## src/design/dbg_consts.svh

```systemverilog
// constants of the debug port front end: timing counts, switch patterns, instruction codes
// assumes it is included by bare name from files that need the values
//
// What this block does
// (RULE_01) non-clock debug pins stay general-purpose until a probe is detected
// (RULE_02) in serial-wire mode TDI and TDO are released; TDO may carry trace
// (RULE_03) hot-plug detection works in every power state except backup mode
// (RULE_04) an attached probe keeps the link alive and forbids power-off
// (RULE_05) port logic advances only on test clock edges the probe supplies
// (RULE_06) an access-port access asks the power manager to restore CPU clock
// (RULE_07) while external reset is held, the RC oscillator clocks the CPU
// (RULE_08) first test clock falling edge outside external reset marks probe attached
// (RULE_09) port logic is synchronously reset while the TAP sits in Test-Logic-Reset
// (RULE_10) probe should hold TMS high five clocks after detection
// (RULE_11) on detection the debug function takes the pins from any peripheral, no reset
// (RULE_12) attaching leaves the processor running undisturbed
// (RULE_13) test clock held low through external reset requests core held in reset
// (RULE_14) system manager access port may withdraw the core reset request
// (RULE_15) after reset the port starts in JTAG mode
// (RULE_16) over 50 ones, 0x79E7 MSB first, over 50 ones switches to serial wire
// (RULE_17) over 50 ones, 0x3CE7 MSB first, over 50 ones switches back to JTAG
// (RULE_18) boundary-scan TAP is unavailable in serial-wire mode
// (RULE_19) trace on TDO only in serial-wire mode, never in JTAG
// (RULE_20) access port select 0 routes to bus memory port, 1 to system manager
// (RULE_21) in JTAG both TAPs run together and capture every instruction
// (RULE_22) TDO follows boundary-scan TAP when it recognises its instruction, else debug TAP
`ifndef DBG_CONSTS_SVH
`define DBG_CONSTS_SVH

// ----------------------------------------------------------------
// switching sequence
// ----------------------------------------------------------------
`define SEQ_ONES_MIN 6'd51
`define SEQ_PAT_LAST 4'hE // lead state already takes the first pattern bit
`define SEQ_TO_SWD 16'h79E7
`define SEQ_TO_JTAG 16'h3CE7

// ----------------------------------------------------------------
// instruction register
// ----------------------------------------------------------------
`define IR_RESET_VAL 4'hE
`define IR_CAPTURE_VAL 4'h1
`define IR_EXTEST 4'h0
`define IR_SAMPLE 4'h1
`define IR_INTEST 4'h4
`define IR_CLAMP 4'h5

// ----------------------------------------------------------------
// access port select
// ----------------------------------------------------------------
`define ACCESS_PORT_SELECT_BUS_MEM 8'h00
`define ACCESS_PORT_SELECT_SYS_MGR 8'h01

`endif

```

## src/design/dbg_pkg.sv

```systemverilog
// types shared by the debug port front end files
// assumes nothing beyond a SystemVerilog compiler
package dbg_pkg;

  // ----------------------------------------------------------------
  // state machines
  // ----------------------------------------------------------------
  typedef enum logic [3:0] {
    TAP_RESET = 4'h0, TAP_IDLE = 4'h1, TAP_SEL_DR = 4'h2, TAP_CAP_DR = 4'h3,
    TAP_SHIFT_DR = 4'h4, TAP_EXIT1_DR = 4'h5, TAP_PAUSE_DR = 4'h6, TAP_EXIT2_DR = 4'h7,
    TAP_UPD_DR = 4'h8, TAP_SEL_IR = 4'h9, TAP_CAP_IR = 4'hA, TAP_SHIFT_IR = 4'hB,
    TAP_EXIT1_IR = 4'hC, TAP_PAUSE_IR = 4'hD, TAP_EXIT2_IR = 4'hE, TAP_UPD_IR = 4'hF
  } tap_state_type;

  typedef enum logic [1:0] {
    SEQ_LEAD = 2'h0,
    SEQ_PATTERN = 2'h1,
    SEQ_TAIL = 2'h2
  } seq_state_type;

  typedef enum logic {
    PORT_JTAG = 1'b0,
    PORT_SWD = 1'b1
  } port_mode_type;

  // ----------------------------------------------------------------
  // grouped outputs
  // ----------------------------------------------------------------
  typedef struct packed {
    logic tms_owned;
    logic tdi_owned;
    logic tdo_owned;
    logic trace_on_tdo;
  } pin_owner_type;

  typedef struct packed {
    logic bus_mem_sel;
    logic sys_mgr_sel;
  } ap_route_type;

  typedef struct packed {
    logic keep_power_on;
    logic cpu_clk_restore_req;
    logic system_rc_oscillator_clock_as_cpu_clk;
    logic core_reset_req;
  } sys_ctrl_type;

endpackage : dbg_pkg

```

## src/design/pin_sampler.sv

```systemverilog
// two-flop synchroniser for one pin with rise and fall pulses
// assumes the pin is asynchronous to ref_clk and changes slower than ref_clk
`timescale 1ns/10ps
`default_nettype none

module pin_sampler (
  input wire logic ref_clk,
  input wire logic rstn,
  input wire logic pin,
  output logic level,
  output logic rise,
  output logic fall
);

  logic meta_ff;
  logic sync_ff;
  logic hist_ff;

  // ----------------------------------------------------------------
  // synchroniser; meta_ff is read only by sync_ff
  // ----------------------------------------------------------------
  always_ff @(posedge ref_clk or negedge rstn) begin
    if (!rstn) begin
      meta_ff <= 1'b0;
      sync_ff <= 1'b0;
      hist_ff <= 1'b0;
    end else begin
      meta_ff <= pin;
      sync_ff <= meta_ff;
      hist_ff <= sync_ff;
    end
  end

  // edges come from the settled copies only
  assign level = sync_ff;
  assign rise = sync_ff & ~hist_ff;
  assign fall = ~sync_ff & hist_ff;

endmodule // pin_sampler

`default_nettype wire

```

## src/design/enhanced_debug_front_end.sv

```systemverilog
// debug port front end: probe detection, pin hand-over, JTAG/serial-wire switch, TDO select
// assumes tck, tms, tdi and reset_n arrive as raw pins; other inputs are on ref_clk
`timescale 1ns/10ps
`default_nettype none

`include "dbg_consts.svh"

module enhanced_debug_front_end (
  input wire logic ref_clk,
  input wire logic rstn,
  input wire logic tck_pin,
  input wire logic tms_pin,
  input wire logic tdi_pin,
  input wire logic reset_n_pin,
  input wire logic backup_mode,
  input wire logic dp_swdio_out,
  input wire logic dp_swdio_oe,
  input wire logic dp_tdo,
  input wire logic bscan_tdo,
  input wire logic trace_data,
  input wire logic trace_enable,
  input wire logic dp_ap_access,
  input wire logic ap_req,
  input wire logic [7:0] access_port_select,
  input wire logic system_manager_access_port_release_core,
  output dbg_pkg::pin_owner_type pin_owner,
  output dbg_pkg::port_mode_type port_mode,
  output dbg_pkg::tap_state_type tap_state,
  output dbg_pkg::ap_route_type ap_route,
  output dbg_pkg::sys_ctrl_type sys_ctrl,
  output logic debugger_attached,
  output logic tap_logic_reset,
  output logic bscan_enable,
  output logic bscan_selected,
  output logic [3:0] instruction,
  output logic swdio_out,
  output logic swdio_oe,
  output logic tdo_out,
  output logic tdo_oe
);

  import dbg_pkg::*;

  // ----------------------------------------------------------------
  // pin sampling
  // ----------------------------------------------------------------
  logic tck_level;
  logic tck_rise;
  logic tck_fall;
  logic tms_level;
  logic tdi_level;
  logic rst_pin_level;
  logic rst_pin_rise;
  logic rst_pin_fall;

  // the test clock is only sampled, so every port action is a tck edge seen here
  pin_sampler u_tck (
    .ref_clk(ref_clk),
    .rstn(rstn),
    .pin(tck_pin),
    .level(tck_level),
    .rise(tck_rise),
    .fall(tck_fall)
  ); // RULE_05

  // tms and tdi share the tck latency, so they line up with the tck edge pulses
  pin_sampler u_tms (
    .ref_clk(ref_clk),
    .rstn(rstn),
    .pin(tms_pin),
    .level(tms_level),
    .rise(),
    .fall()
  );

  pin_sampler u_tdi (
    .ref_clk(ref_clk),
    .rstn(rstn),
    .pin(tdi_pin),
    .level(tdi_level),
    .rise(),
    .fall()
  );

  pin_sampler u_rst (
    .ref_clk(ref_clk),
    .rstn(rstn),
    .pin(reset_n_pin),
    .level(rst_pin_level),
    .rise(rst_pin_rise),
    .fall(rst_pin_fall)
  );

  // ----------------------------------------------------------------
  // registers
  // ----------------------------------------------------------------
  logic attached_ff;
  logic tck_held_low_ff;
  logic core_hold_ff;
  tap_state_type tap_ff;
  tap_state_type nxt_tap;
  logic [3:0] ir_shift_ff;
  logic [3:0] ir_ff;
  seq_state_type seq_ff;
  seq_state_type nxt_seq;
  logic [5:0] ones_ff;
  logic [5:0] nxt_ones;
  logic [15:0] pat_ff;
  logic [3:0] bit_cnt_ff;
  port_mode_type mode_ff;
  port_mode_type nxt_mode;
  pin_owner_type owner_ff;
  ap_route_type route_ff;
  sys_ctrl_type sys_ff;
  logic swdio_out_ff;
  logic swdio_oe_ff;
  logic tdo_out_ff;
  logic tdo_oe_ff;

  // ----------------------------------------------------------------
  // probe detection and core hold
  // ----------------------------------------------------------------
  wire detect_ok = ~backup_mode; // RULE_03
  wire attach_evt = detect_ok & rst_pin_level & tck_fall & ~attached_ff; // RULE_08
  wire hold_evt = rst_pin_rise & tck_held_low_ff; // RULE_13

  // attach never touches the processor; only the pins and power change
  always_ff @(posedge ref_clk or negedge rstn) begin
    if (!rstn) begin
      attached_ff <= 1'b0;
    end else if (attach_evt) begin
      attached_ff <= 1'b1; // RULE_08 RULE_12
    end
  end

  // tck must stay low across the whole external reset for the hold to arm
  always_ff @(posedge ref_clk or negedge rstn) begin
    if (!rstn) begin
      tck_held_low_ff <= 1'b0;
    end else if (rst_pin_fall) begin
      tck_held_low_ff <= ~tck_level; // RULE_13
    end else if (!rst_pin_level && tck_level) begin
      tck_held_low_ff <= 1'b0; // RULE_13
    end
  end

  // set wins over a release that lands in the same cycle
  always_ff @(posedge ref_clk or negedge rstn) begin
    if (!rstn) begin
      core_hold_ff <= 1'b0;
    end else if (hold_evt) begin
      core_hold_ff <= 1'b1; // RULE_13
    end else if (system_manager_access_port_release_core) begin
      core_hold_ff <= 1'b0; // RULE_14
    end
  end

  // ----------------------------------------------------------------
  // TAP controller, advanced on each tck rise once attached
  // ----------------------------------------------------------------
  always_comb begin
    nxt_tap = tap_ff;
    unique case (tap_ff)
      TAP_RESET: nxt_tap = tms_level ? TAP_RESET : TAP_IDLE;
      TAP_IDLE: nxt_tap = tms_level ? TAP_SEL_DR : TAP_IDLE;
      TAP_SEL_DR: nxt_tap = tms_level ? TAP_SEL_IR : TAP_CAP_DR;
      TAP_CAP_DR: nxt_tap = tms_level ? TAP_EXIT1_DR : TAP_SHIFT_DR;
      TAP_SHIFT_DR: nxt_tap = tms_level ? TAP_EXIT1_DR : TAP_SHIFT_DR;
      TAP_EXIT1_DR: nxt_tap = tms_level ? TAP_UPD_DR : TAP_PAUSE_DR;
      TAP_PAUSE_DR: nxt_tap = tms_level ? TAP_EXIT2_DR : TAP_PAUSE_DR;
      TAP_EXIT2_DR: nxt_tap = tms_level ? TAP_UPD_DR : TAP_SHIFT_DR;
      TAP_UPD_DR: nxt_tap = tms_level ? TAP_SEL_DR : TAP_IDLE;
      TAP_SEL_IR: nxt_tap = tms_level ? TAP_RESET : TAP_CAP_IR;
      TAP_CAP_IR: nxt_tap = tms_level ? TAP_EXIT1_IR : TAP_SHIFT_IR;
      TAP_SHIFT_IR: nxt_tap = tms_level ? TAP_EXIT1_IR : TAP_SHIFT_IR;
      TAP_EXIT1_IR: nxt_tap = tms_level ? TAP_UPD_IR : TAP_PAUSE_IR;
      TAP_PAUSE_IR: nxt_tap = tms_level ? TAP_EXIT2_IR : TAP_PAUSE_IR;
      TAP_EXIT2_IR: nxt_tap = tms_level ? TAP_UPD_IR : TAP_SHIFT_IR;
      TAP_UPD_IR: nxt_tap = tms_level ? TAP_SEL_DR : TAP_IDLE;
    endcase
  end

  wire tap_step = attached_ff & tck_rise; // RULE_05
  wire in_tlr = (tap_ff == TAP_RESET);

  always_ff @(posedge ref_clk or negedge rstn) begin
    if (!rstn) begin
      tap_ff <= TAP_RESET;
    end else if (tap_step) begin
      tap_ff <= nxt_tap;
    end
  end

  // ----------------------------------------------------------------
  // shared instruction register; both TAPs see the same shifted code
  // ----------------------------------------------------------------
  always_ff @(posedge ref_clk or negedge rstn) begin
    if (!rstn) begin
      ir_shift_ff <= `IR_RESET_VAL;
      ir_ff <= `IR_RESET_VAL;
    end else if (in_tlr) begin
      ir_shift_ff <= `IR_RESET_VAL; // RULE_09
      ir_ff <= `IR_RESET_VAL; // RULE_09
    end else if (tap_step && tap_ff == TAP_CAP_IR) begin
      ir_shift_ff <= `IR_CAPTURE_VAL;
    end else if (tap_step && tap_ff == TAP_SHIFT_IR) begin
      ir_shift_ff <= {tdi_level, ir_shift_ff[3:1]}; // RULE_21
    end else if (attached_ff && tck_fall && tap_ff == TAP_UPD_IR) begin
      ir_ff <= ir_shift_ff; // RULE_21
    end
  end

  // ----------------------------------------------------------------
  // mode switching sequence detector
  // ----------------------------------------------------------------
  // it ignores Test-Logic-Reset on purpose: the long TMS-high runs of the
  // sequence always park the TAP there, so a TLR reset would kill the switch
  wire lead_done = (ones_ff >= `SEQ_ONES_MIN);
  wire [15:0] pat_next = {pat_ff[14:0], tms_level};
  wire [15:0] pat_want = (mode_ff == PORT_JTAG) ? `SEQ_TO_SWD : `SEQ_TO_JTAG;
  wire pat_last = (bit_cnt_ff == `SEQ_PAT_LAST);
  wire [5:0] ones_inc = lead_done ? ones_ff : ones_ff + 6'd1;

  always_comb begin
    nxt_seq = seq_ff;
    nxt_ones = ones_ff;
    nxt_mode = mode_ff;
    unique case (seq_ff)
      SEQ_LEAD: begin
        if (tms_level) begin
          nxt_ones = ones_inc;
        end else if (lead_done) begin
          nxt_seq = SEQ_PATTERN;
          nxt_ones = 6'h00;
        end else begin
          nxt_ones = 6'h00;
        end
      end
      SEQ_PATTERN: begin
        if (pat_last) begin
          nxt_seq = (pat_next == pat_want) ? SEQ_TAIL : SEQ_LEAD; // RULE_16 RULE_17
          nxt_ones = {5'h00, tms_level & (pat_next != pat_want)};
        end
      end
      SEQ_TAIL: begin
        if (!tms_level) begin
          nxt_seq = SEQ_LEAD;
          nxt_ones = 6'h00;
        end else if (ones_inc == `SEQ_ONES_MIN) begin
          nxt_seq = SEQ_LEAD;
          nxt_ones = ones_inc;
          nxt_mode = (mode_ff == PORT_JTAG) ? PORT_SWD : PORT_JTAG; // RULE_16 RULE_17
        end else begin
          nxt_ones = ones_inc;
        end
      end
      default: begin
        nxt_seq = SEQ_LEAD;
        nxt_ones = 6'h00;
      end
    endcase
  end

  always_ff @(posedge ref_clk or negedge rstn) begin
    if (!rstn) begin
      seq_ff <= SEQ_LEAD;
      ones_ff <= 6'h00;
      mode_ff <= PORT_JTAG; // RULE_15
    end else if (tap_step) begin
      seq_ff <= nxt_seq;
      ones_ff <= nxt_ones;
      mode_ff <= nxt_mode;
    end
  end

  // pattern shift, MSB first; the counter restarts on entry to the pattern
  always_ff @(posedge ref_clk or negedge rstn) begin
    if (!rstn) begin
      pat_ff <= 16'h0000;
      bit_cnt_ff <= 4'h0;
    end else if (tap_step) begin
      pat_ff <= pat_next;
      bit_cnt_ff <= (seq_ff == SEQ_PATTERN) ? bit_cnt_ff + 4'h1 : 4'h0;
    end
  end

  // ----------------------------------------------------------------
  // decode and selection
  // ----------------------------------------------------------------
  wire jtag_on = attached_ff & (mode_ff == PORT_JTAG);
  wire swd_on = attached_ff & (mode_ff == PORT_SWD);
  wire ir_known = (ir_ff == `IR_EXTEST) | (ir_ff == `IR_SAMPLE) |
                  (ir_ff == `IR_INTEST) | (ir_ff == `IR_CLAMP);
  wire use_bscan = jtag_on & ir_known; // RULE_18 RULE_22
  wire trace_on = swd_on & trace_enable; // RULE_19
  wire sel_bus_mem = attached_ff & ap_req & (access_port_select == `ACCESS_PORT_SELECT_BUS_MEM); // RULE_20
  wire sel_sys_mgr = attached_ff & ap_req & (access_port_select == `ACCESS_PORT_SELECT_SYS_MGR); // RULE_20

  // pin owners: tms always once attached, tdi only in JTAG, tdo in JTAG or with serial-wire trace on
  wire pin_owner_type owner_d = '{
    tms_owned: attached_ff, // RULE_01 RULE_11
    tdi_owned: jtag_on, // RULE_02
    tdo_owned: jtag_on | trace_on, // RULE_02
    trace_on_tdo: trace_on // RULE_19
  };

  // power manager requests; the RC clock takes over during external reset
  wire sys_ctrl_type sys_d = '{
    keep_power_on: attached_ff, // RULE_04
    cpu_clk_restore_req: attached_ff & dp_ap_access, // RULE_06
    system_rc_oscillator_clock_as_cpu_clk: ~rst_pin_level, // RULE_07
    core_reset_req: core_hold_ff // RULE_13
  };

  // ----------------------------------------------------------------
  // output flops
  // ----------------------------------------------------------------
  always_ff @(posedge ref_clk or negedge rstn) begin
    if (!rstn) begin
      owner_ff <= '0;
      route_ff <= '0;
      sys_ff <= '0;
    end else begin
      owner_ff <= owner_d;
      route_ff <= '{bus_mem_sel: sel_bus_mem, sys_mgr_sel: sel_sys_mgr};
      sys_ff <= sys_d;
    end
  end

  // serial-wire data drive only in serial-wire mode; TDO mux one flop deep
  always_ff @(posedge ref_clk or negedge rstn) begin
    if (!rstn) begin
      swdio_out_ff <= 1'b0;
      swdio_oe_ff <= 1'b0;
      tdo_out_ff <= 1'b0;
      tdo_oe_ff <= 1'b0;
    end else begin
      swdio_out_ff <= dp_swdio_out;
      swdio_oe_ff <= swd_on & dp_swdio_oe;
      tdo_out_ff <= trace_on ? trace_data : (use_bscan ? bscan_tdo : dp_tdo); // RULE_22 RULE_19
      tdo_oe_ff <= jtag_on | trace_on; // RULE_02
    end
  end

  assign pin_owner = owner_ff;
  assign port_mode = mode_ff;
  assign tap_state = tap_ff;
  assign ap_route = route_ff;
  assign sys_ctrl = sys_ff;
  assign debugger_attached = attached_ff;
  assign tap_logic_reset = in_tlr; // RULE_09
  assign bscan_enable = jtag_on; // RULE_18 RULE_21
  assign bscan_selected = use_bscan;
  assign instruction = ir_ff;
  assign swdio_out = swdio_out_ff;
  assign swdio_oe = swdio_oe_ff;
  assign tdo_out = tdo_out_ff;
  assign tdo_oe = tdo_oe_ff;

endmodule // enhanced_debug_front_end

`default_nettype wire

```

## config.mk

```make
export PLATFORM = sky130hd
export DESIGN_NAME = enhanced_debug_front_end
export DESIGN_NICKNAME = d
export VERILOG_FILES = /design/src/design/dbg_pkg.sv /design/src/design/pin_sampler.sv /design/src/design/enhanced_debug_front_end.sv
export VERILOG_INCLUDE_DIRS = /design/src /design/src/design
export SDC_FILE = /design/constraint.sdc
export NUM_CORES = 1
export LEC_CHECK = 0
export BUFFER_PORTS_ARGS = -buffer_cell sky130_fd_sc_hd__buf_2
export CAP_MARGIN = 20
export CORE_UTILIZATION = 33
export CTS_CLUSTER_SIZE = 8
export DETAILED_ROUTE_END_ITERATION = 10
export PLACE_DENSITY = 0.59
export SLEW_MARGIN = 20
export SYNTH_ARGS = -nofsm -noshare
export SYNTH_HDL_FRONTEND = slang
export SYNTH_SLANG_ARGS = --single-unit
```

## constraint.sdc

```tcl
create_clock -name ref_clk -period 2.4 [get_ports ref_clk]
set_clock_uncertainty 0.2 [all_clocks]
set_input_delay 0.36 -clock ref_clk [delete_from_list [all_inputs] [get_ports ref_clk]]
set_output_delay 0.36 -clock ref_clk [all_outputs]
set_load 0.05 [all_outputs]
```

==> impl_metrics.py, run 1 <==
metrics = {
    "pwr": {
        "power_density_nw_per_um2": 878,
        "power_uw": 3240,
        "ir_worst_vdd_v": 0.000305,
        "power_leakage_uw": 0.00171,
    },
    "worst_setup_path": {
        "max_stage_delay_ns": 0.39,
        "cp.required_ns": 1.84,
        "cp_top_family": "simple AND/OR/NAND/NOR gates",
        "critPathLaunchType": "register",
        "critPathKind": "register to output pin",
        "critPathArrivalTime_ns": 1.68,
        "reg2reg_depth": 5,
        "rrSetupSlack_ns": 0.40,
        "worst-path-buf-inv": 2,
        "rr_endpoint": "port_mode",
        "slowest_stage": "or3_4",
        "reg2reg_from": "ones_ff[0]",
        "crit_fanout": 8,
        "end_kind": "output pin",
        "crit_chain": "or2_1 > or3_4 > inv_2 > buf_2",
    },
    "floorplan": {
        "num_rows": 33,
        "start_util": 0.349,
        "die_h_um": 96.1,
        "io_pins": 51,
        "die_w_um": 96.1,
        "core-area_sq_um": 8380,
        "die_area_sq_um": 9240,
    },
    "synthesis": {
        "synth_nets": 316,
        "ys_async_sr_fraction": 1.00,
        "synth_cells": 289,
        "ys_seq_area_frac": 0.559,
        "yosysWarnings": 0,
        "synth.distinct_cells": 53,
        "avgSynthCellArea_sq_um": 10.1,
        "synth-seq-cells": 65,
        "synth_ff_type": "dfrtp_1",
        "netlist_area_sq_um": 2920,
        "synth-edff-count": 0,
    },
    "sta": {
        "fmax_ghz": 0.447,
        "setup_viol": 0,
        "slew_headroom": 0.639,
        "rsz0062_at_grt": "false",
        "slew_violations": 0,
        "layout_min_cycle_time_ns": 2.24,
        "fin_ws_ns": 0.165,
        "setup_tns_ns": 0,
        "worst_slew_pin_slew_ns": 0.541,
        "min_period_over_period": 0.931,
        "hold_viol": 0,
    },
    "placement": {
        "hpwl_um": 4360,
        "gp_congestion": 0.783,
        "numPortBuffers": 50,
        "pre_cts_slack_ns": 0.420,
    },
    "clock_network": {
        "numCtsBuffers": 9,
        "cts_root_buffer": "clkbuf_8",
        "insertion_delay_ns": 0.34,
        "htreeDepth": 3,
        "clk_pin_slew_ns": 0.07,
        "numClockSinks": 65,
        "cts_tree": "yes",
        "cts_max_path_buffers": 2,
    },
    "cells_and_area": {
        "layout_commonest_cell": "nand2_1",
        "area_growth_pct": 26.2,
        "final_nets": 384,
        "final_layout_size_suffix_gt1_frac": 0.262,
        "fill_cells": 816,
        "regArea_sq_um": 1630,
        "antennaDiodeCount": 0,
        "final_cell_mix": "nand2_1 (66), dfrtp_1 (59), buf_2 (50)",
        "multi_input_area_sq_um": 1200,
        "utilization": 0.440,
    },
    "drt": {
        "drt_wl_total_um": 6280,
        "ant_nets": 0,
        "vias": 2325,
        "first_iter_violations": 133,
        "firstDrtPassIters": 4,
        "wl_per_cell_um": 13.5,
        "viasPerCell": 4.98,
        "drc": 0,
    },
    "min_path": {
        "min_from": "dp_ap_access",
        "hold_class": "primary input to register",
        "hold_depth": 2,
        "min_to": "sys_ctrl[2]",
    },
    "global_route": {
        "grt_pass1_wl_um": 10100,
        "overflow": 0,
        "grt_usage": 0.145,
        "antenna_found_initial": 0,
        "grt_pass1_vias": 2212,
        "grt_start_max_net_pins": 24,
    },
    "status": {
        "outcome": "finished, final reports clean",
    },
    "run": {
        "drv_cap": 0,
    },
}
repair_timing:
action	CTS	global route
hold buffers	10	0
resized for setup	0	1
setup endpoints to repair	0	1
hold endpoints to repair	30	0
setup buffers	0	0
registers in the layout, summed over array words and instances, names as in the netlist, 2 cells and up:
signal	cells
pat_ff	15
ones_ff	6
bit_cnt_ff	4
instruction	4
ir_shift_ff	4
sys_ctrl	4
tap_state	4
ap_route	2
pin_owner	2
seq_ff	2
cells in the mapped netlist (2+ instances only):
master	n	area [sq um]
dfrtp_1	59	1480
buf_4	2	15.0
o211ai_1	4	30.0
nor2b_1	6	37.5
or2_1	2	12.5
nor4_1	4	25.0
nand4_1	3	18.8
nand2b_1	7	43.8
nand3b_1	3	22.5
buf_2	7	35.0
a41oi_1	2	17.5
clkbuf_1	5	18.8
o31ai_1	3	22.5
nor2_1	5	18.8
o21ai_0	10	50.1
ha_1	3	37.5
inv_2	2	7.51
mux2i_1	5	50.1
a21oi_1	16	80.1
a211oi_1	2	15.0
nor3_1	2	10.0
nand3_1	13	65.1
and3_1	3	18.8
and4b_1	2	20.0
a31oi_1	3	18.8
nand2_1	66	248
nor4bb_1	3	30.0
inv_1	8	30.0
o21ai_1	8	40.0
dfstp_2	6	158
xor2_1	3	26.3
per-stage QoR:
stage	instances	hold WS (ns)	cell area, sq um
2_1_floorplan	289	-0.136	2930
4_1_cts	467	0.0103	3680
3_3_place_gp	441	0.132	3340
6_report	467	0.0312	3690
3_5_place_dp	441	0.136	3340
5_1_grt	467	0.0331	3690
power by group:
group	internal (uW)	switching (uW)	leakage [uW]
clock	696	441	0.000117
sequential	1220	88.7	0.000813
combinational	268	525	0.000778
cell families (layout without fill, tap and decap cells):
logic type / Yosys count / after routing / synth area share
buffers and inverters: 24 / 97 / 0.0364
adders and majority gates: 3 / 3 / 0.0128
and+or+nand+nor: 129 / 129 / 0.229
DFF: 65 / 65 / 0.559
muxes: 5 / 5 / 0.0171
AOI/OAI and AO/OA: 60 / 60 / 0.136
xor gates and xnor gates: 3 / 3 / 0.00899
worst register-to-register path: stages (launching register included):
cell,delay (ns)
dfrtp_1,0.45
ha_1,0.32
o311ai_4,0.39
nand3_2,0.14
a211oi_2,0.27
xor2_1,0.18
how the worst max path moves through the flow:
stage / from / endpoint / slack [ns] / depth (start not counted)
floorplan: tap_state[3] / tap_logic_reset / 0.18 / 5
global placement: ones_ff[0] / port_mode / 0.44 / 5
detailed placement: debugger_attached / bit_cnt_ff[3] / 0.42 / 4
CTS: tap_state[0] / tap_logic_reset / 0.05 / 4
global route: tap_state[0] / tap_logic_reset / 0.08 / 4
finish: tap_state[0] / tap_logic_reset / 0.16 / 4
routing by layer:
metal,GRT usage,wire [um],vias to the layer above,part of all wire
met5,0,0,-,0
met4,0.0597,72,0,0.011
met3,0.0355,198,4,0.032
met2,0.237,3050,38,0.49
met1,0.183,2960,1138,0.47
li1,-,-,1145,-
layout make-up:
cell class                 count  area share
clock inverter                 6      0.0312
inverter                      10      0.0102
multi-input combinational    200       0.324
timing repair buffer          71       0.121
tap                          105      0.0356
clock buffer                  10      0.0346
sequential                    65       0.443
Power figures use the tool's default switching activity.
==> run 2: changes to the inputs <==
- SYNTH_HIERARCHICAL: unset -> 1
==> impl_metrics.py, run 2 <==
metrics = {
    "global_route": {
        "grt_pass1_wl_um": 9980,
        "grt_usage": 0.142,
        "antenna_found_initial": 0,
        "grt_start_max_net_pins": 66,
        "overflow": 0,
        "grt_pass1_vias": 2193,
    },
    "worst_setup_path": {
        "crit_fanout": 12,
        "slowest_stage": "dfrtp_1",
        "end_kind": "output pin",
        "critPathKind": "register to output pin",
        "rr_endpoint": "port_mode",
        "max_stage_delay_ns": 0.52,
        "rrSetupSlack_ns": 0.49,
        "cp.required_ns": 1.84,
        "reg2reg_from": "u_tck/level",
        "crit_chain": "nor2_1 > nand2_1 > clkinv_1 > buf_2",
        "critPathLaunchType": "register",
        "reg2reg_depth": 5,
        "critPathArrivalTime_ns": 1.68,
    },
    "cells_and_area": {
        "top_regs": "pat_ff: 15 flops, ones_ff: 6 flops",
        "fill_cells": 883,
        "largest_reg_flops": 15,
        "final_layout_size_suffix_gt1_frac": 0.243,
        "antennaDiodeCount": 0,
        "final_nets": 389,
        "area_growth_pct": 23.5,
        "final_cell_mix": "nand2_1 (72), dfrtp_1 (59), buf_2 (50)",
        "layout_commonest_cell": "nand2_1",
        "regMostFlops": "pat_ff",
    },
    "floorplan": {
        "core-area_sq_um": 8680,
        "die_h_um": 96.6,
        "die_area_sq_um": 9320,
        "start_util": 0.340,
        "die_w_um": 96.6,
        "num_rows": 34,
        "io_pins": 51,
    },
    "sta": {
        "slew_violations": 0,
        "setup_tns_ns": 0,
        "fmax_ghz": 0.447,
        "worst_slew_pin_slew_ns": 0.479,
        "rsz0062_at_grt": "false",
        "slew_headroom": 0.680,
        "setup_viol": 0,
        "layout_min_cycle_time_ns": 2.24,
        "min_period_over_period": 0.933,
        "hold_viol": 0,
    },
    "placement": {
        "numPortBuffers": 50,
        "gp_congestion": 0.810,
        "hpwl_um": 3990,
    },
    "drt": {
        "ant_nets": 0,
        "firstDrtPassIters": 6,
        "drt_wl_total_um": 5950,
        "first_iter_violations": 104,
        "viasPerCell": 4.83,
        "wl_per_cell_um": 12.5,
        "vias": 2293,
        "drc": 0,
    },
    "synthesis": {
        "avgSynthCellArea_sq_um": 9.87,
        "synth_nets": 326,
        "yosysWarnings": 6,
        "netlist_area_sq_um": 2950,
        "synth_cells": 299,
    },
    "clock_network": {
        "htreeDepth": 3,
        "numCtsBuffers": 9,
        "insertion_delay_ns": 0.34,
        "cts_tree": "yes",
        "cts_resized": 0,
        "clk_pin_slew_ns": 0.07,
        "cts_root_buffer": "clkbuf_8",
        "numClockSinks": 65,
        "cts_max_path_buffers": 2,
    },
    "pwr": {
        "power_leakage_uw": 0.00167,
        "power_density_nw_per_um2": 883,
        "ir_worst_vdd_v": 0.000376,
        "power_uw": 3220,
    },
    "min_path": {
        "hold_class": "primary input to register",
        "min_from": "dp_ap_access",
        "hold_depth": 2,
        "min_to": "sys_ctrl[2]",
    },
    "run": {
        "drv_cap": 0,
    },
    "status": {
        "outcome": "finished, final reports clean",
    },
}
-- run 2: per-stage QoR --
stage	cell area, sq um	std cells	setup WS (ns)	hold WS (ns)	utilization
6_report	3640	475	0.161	0.0269	0.420
5_1_grt	3640	475	0.0237	0.0170	0.420
4_1_cts	3640	475	0.149	0.00127	0.420
3_5_place_dp	3310	449	0.499	0.135	0.381
3_3_place_gp	3310	449	0.481	0.132	0.381
2_1_floorplan	2960	299	0.00894	-0.136	-
-- run 2: worst max-delay path by stage --
stage / from / end / slack [ns] / cells past startpoint
after global placement: u_tck/level / port_mode / 0.48 / 5
after global routing: tap_state[3] / tap_logic_reset / 0.02 / 4
after detailed placement: u_tck/level / port_mode / 0.50 / 5
after CTS: tap_state[3] / tap_logic_reset / 0.15 / 4
final: tap_state[3] / tap_logic_reset / 0.16 / 4
after floorplan: debugger_attached / tdo_out / 0.009 / 5
-- run 2: worst max-delay path: cells and delay by family, from the launching register on --
family	cells	cell delay (ns)
DFF	1	0.52
and+or+nand+nor	2	0.46
buffers and inverters	2	0.36
-- run 2: report_power, final --
| part | leakage, uW | internal (uW) | switching [uW] |
|---|---|---|---|
| Clock | 0.000118 | 691 | 421 |
| Combinational | 0.000733 | 235 | 468 |
| Sequential | 0.000817 | 1240 | 160 |
-- run 2: timing repair --
| item | 4_1_cts | 5_1_grt |
|---|---|---|
| endpoints found under the hold margin | 67 | 0 |
| buffers inserted | 0 | 0 |
| hold buffers | 10 | 0 |
-- run 2: final cells by class --
class | count | area, sq um | share of cell area
Clock buffer | 11 | 131 | 0.0360
Clock inverter | 5 | 104 | 0.0285
Inverter | 8 | 30.0 | 0.00824
Multi-Input combinational cell | 211 | 1190 | 0.328
Sequential cell | 65 | 1630 | 0.448
Tap cell | 108 | 135 | 0.0371
Timing Repair Buffer | 67 | 415 | 0.114
-- run 2: routing by layer --
metal / wire length [um] / global-route usage
met2: 2730 / 0.224
met1: 2790 / 0.175
met3: 342 / 0.0524
met5: 0 / 0
met4: 88 / 0.0625
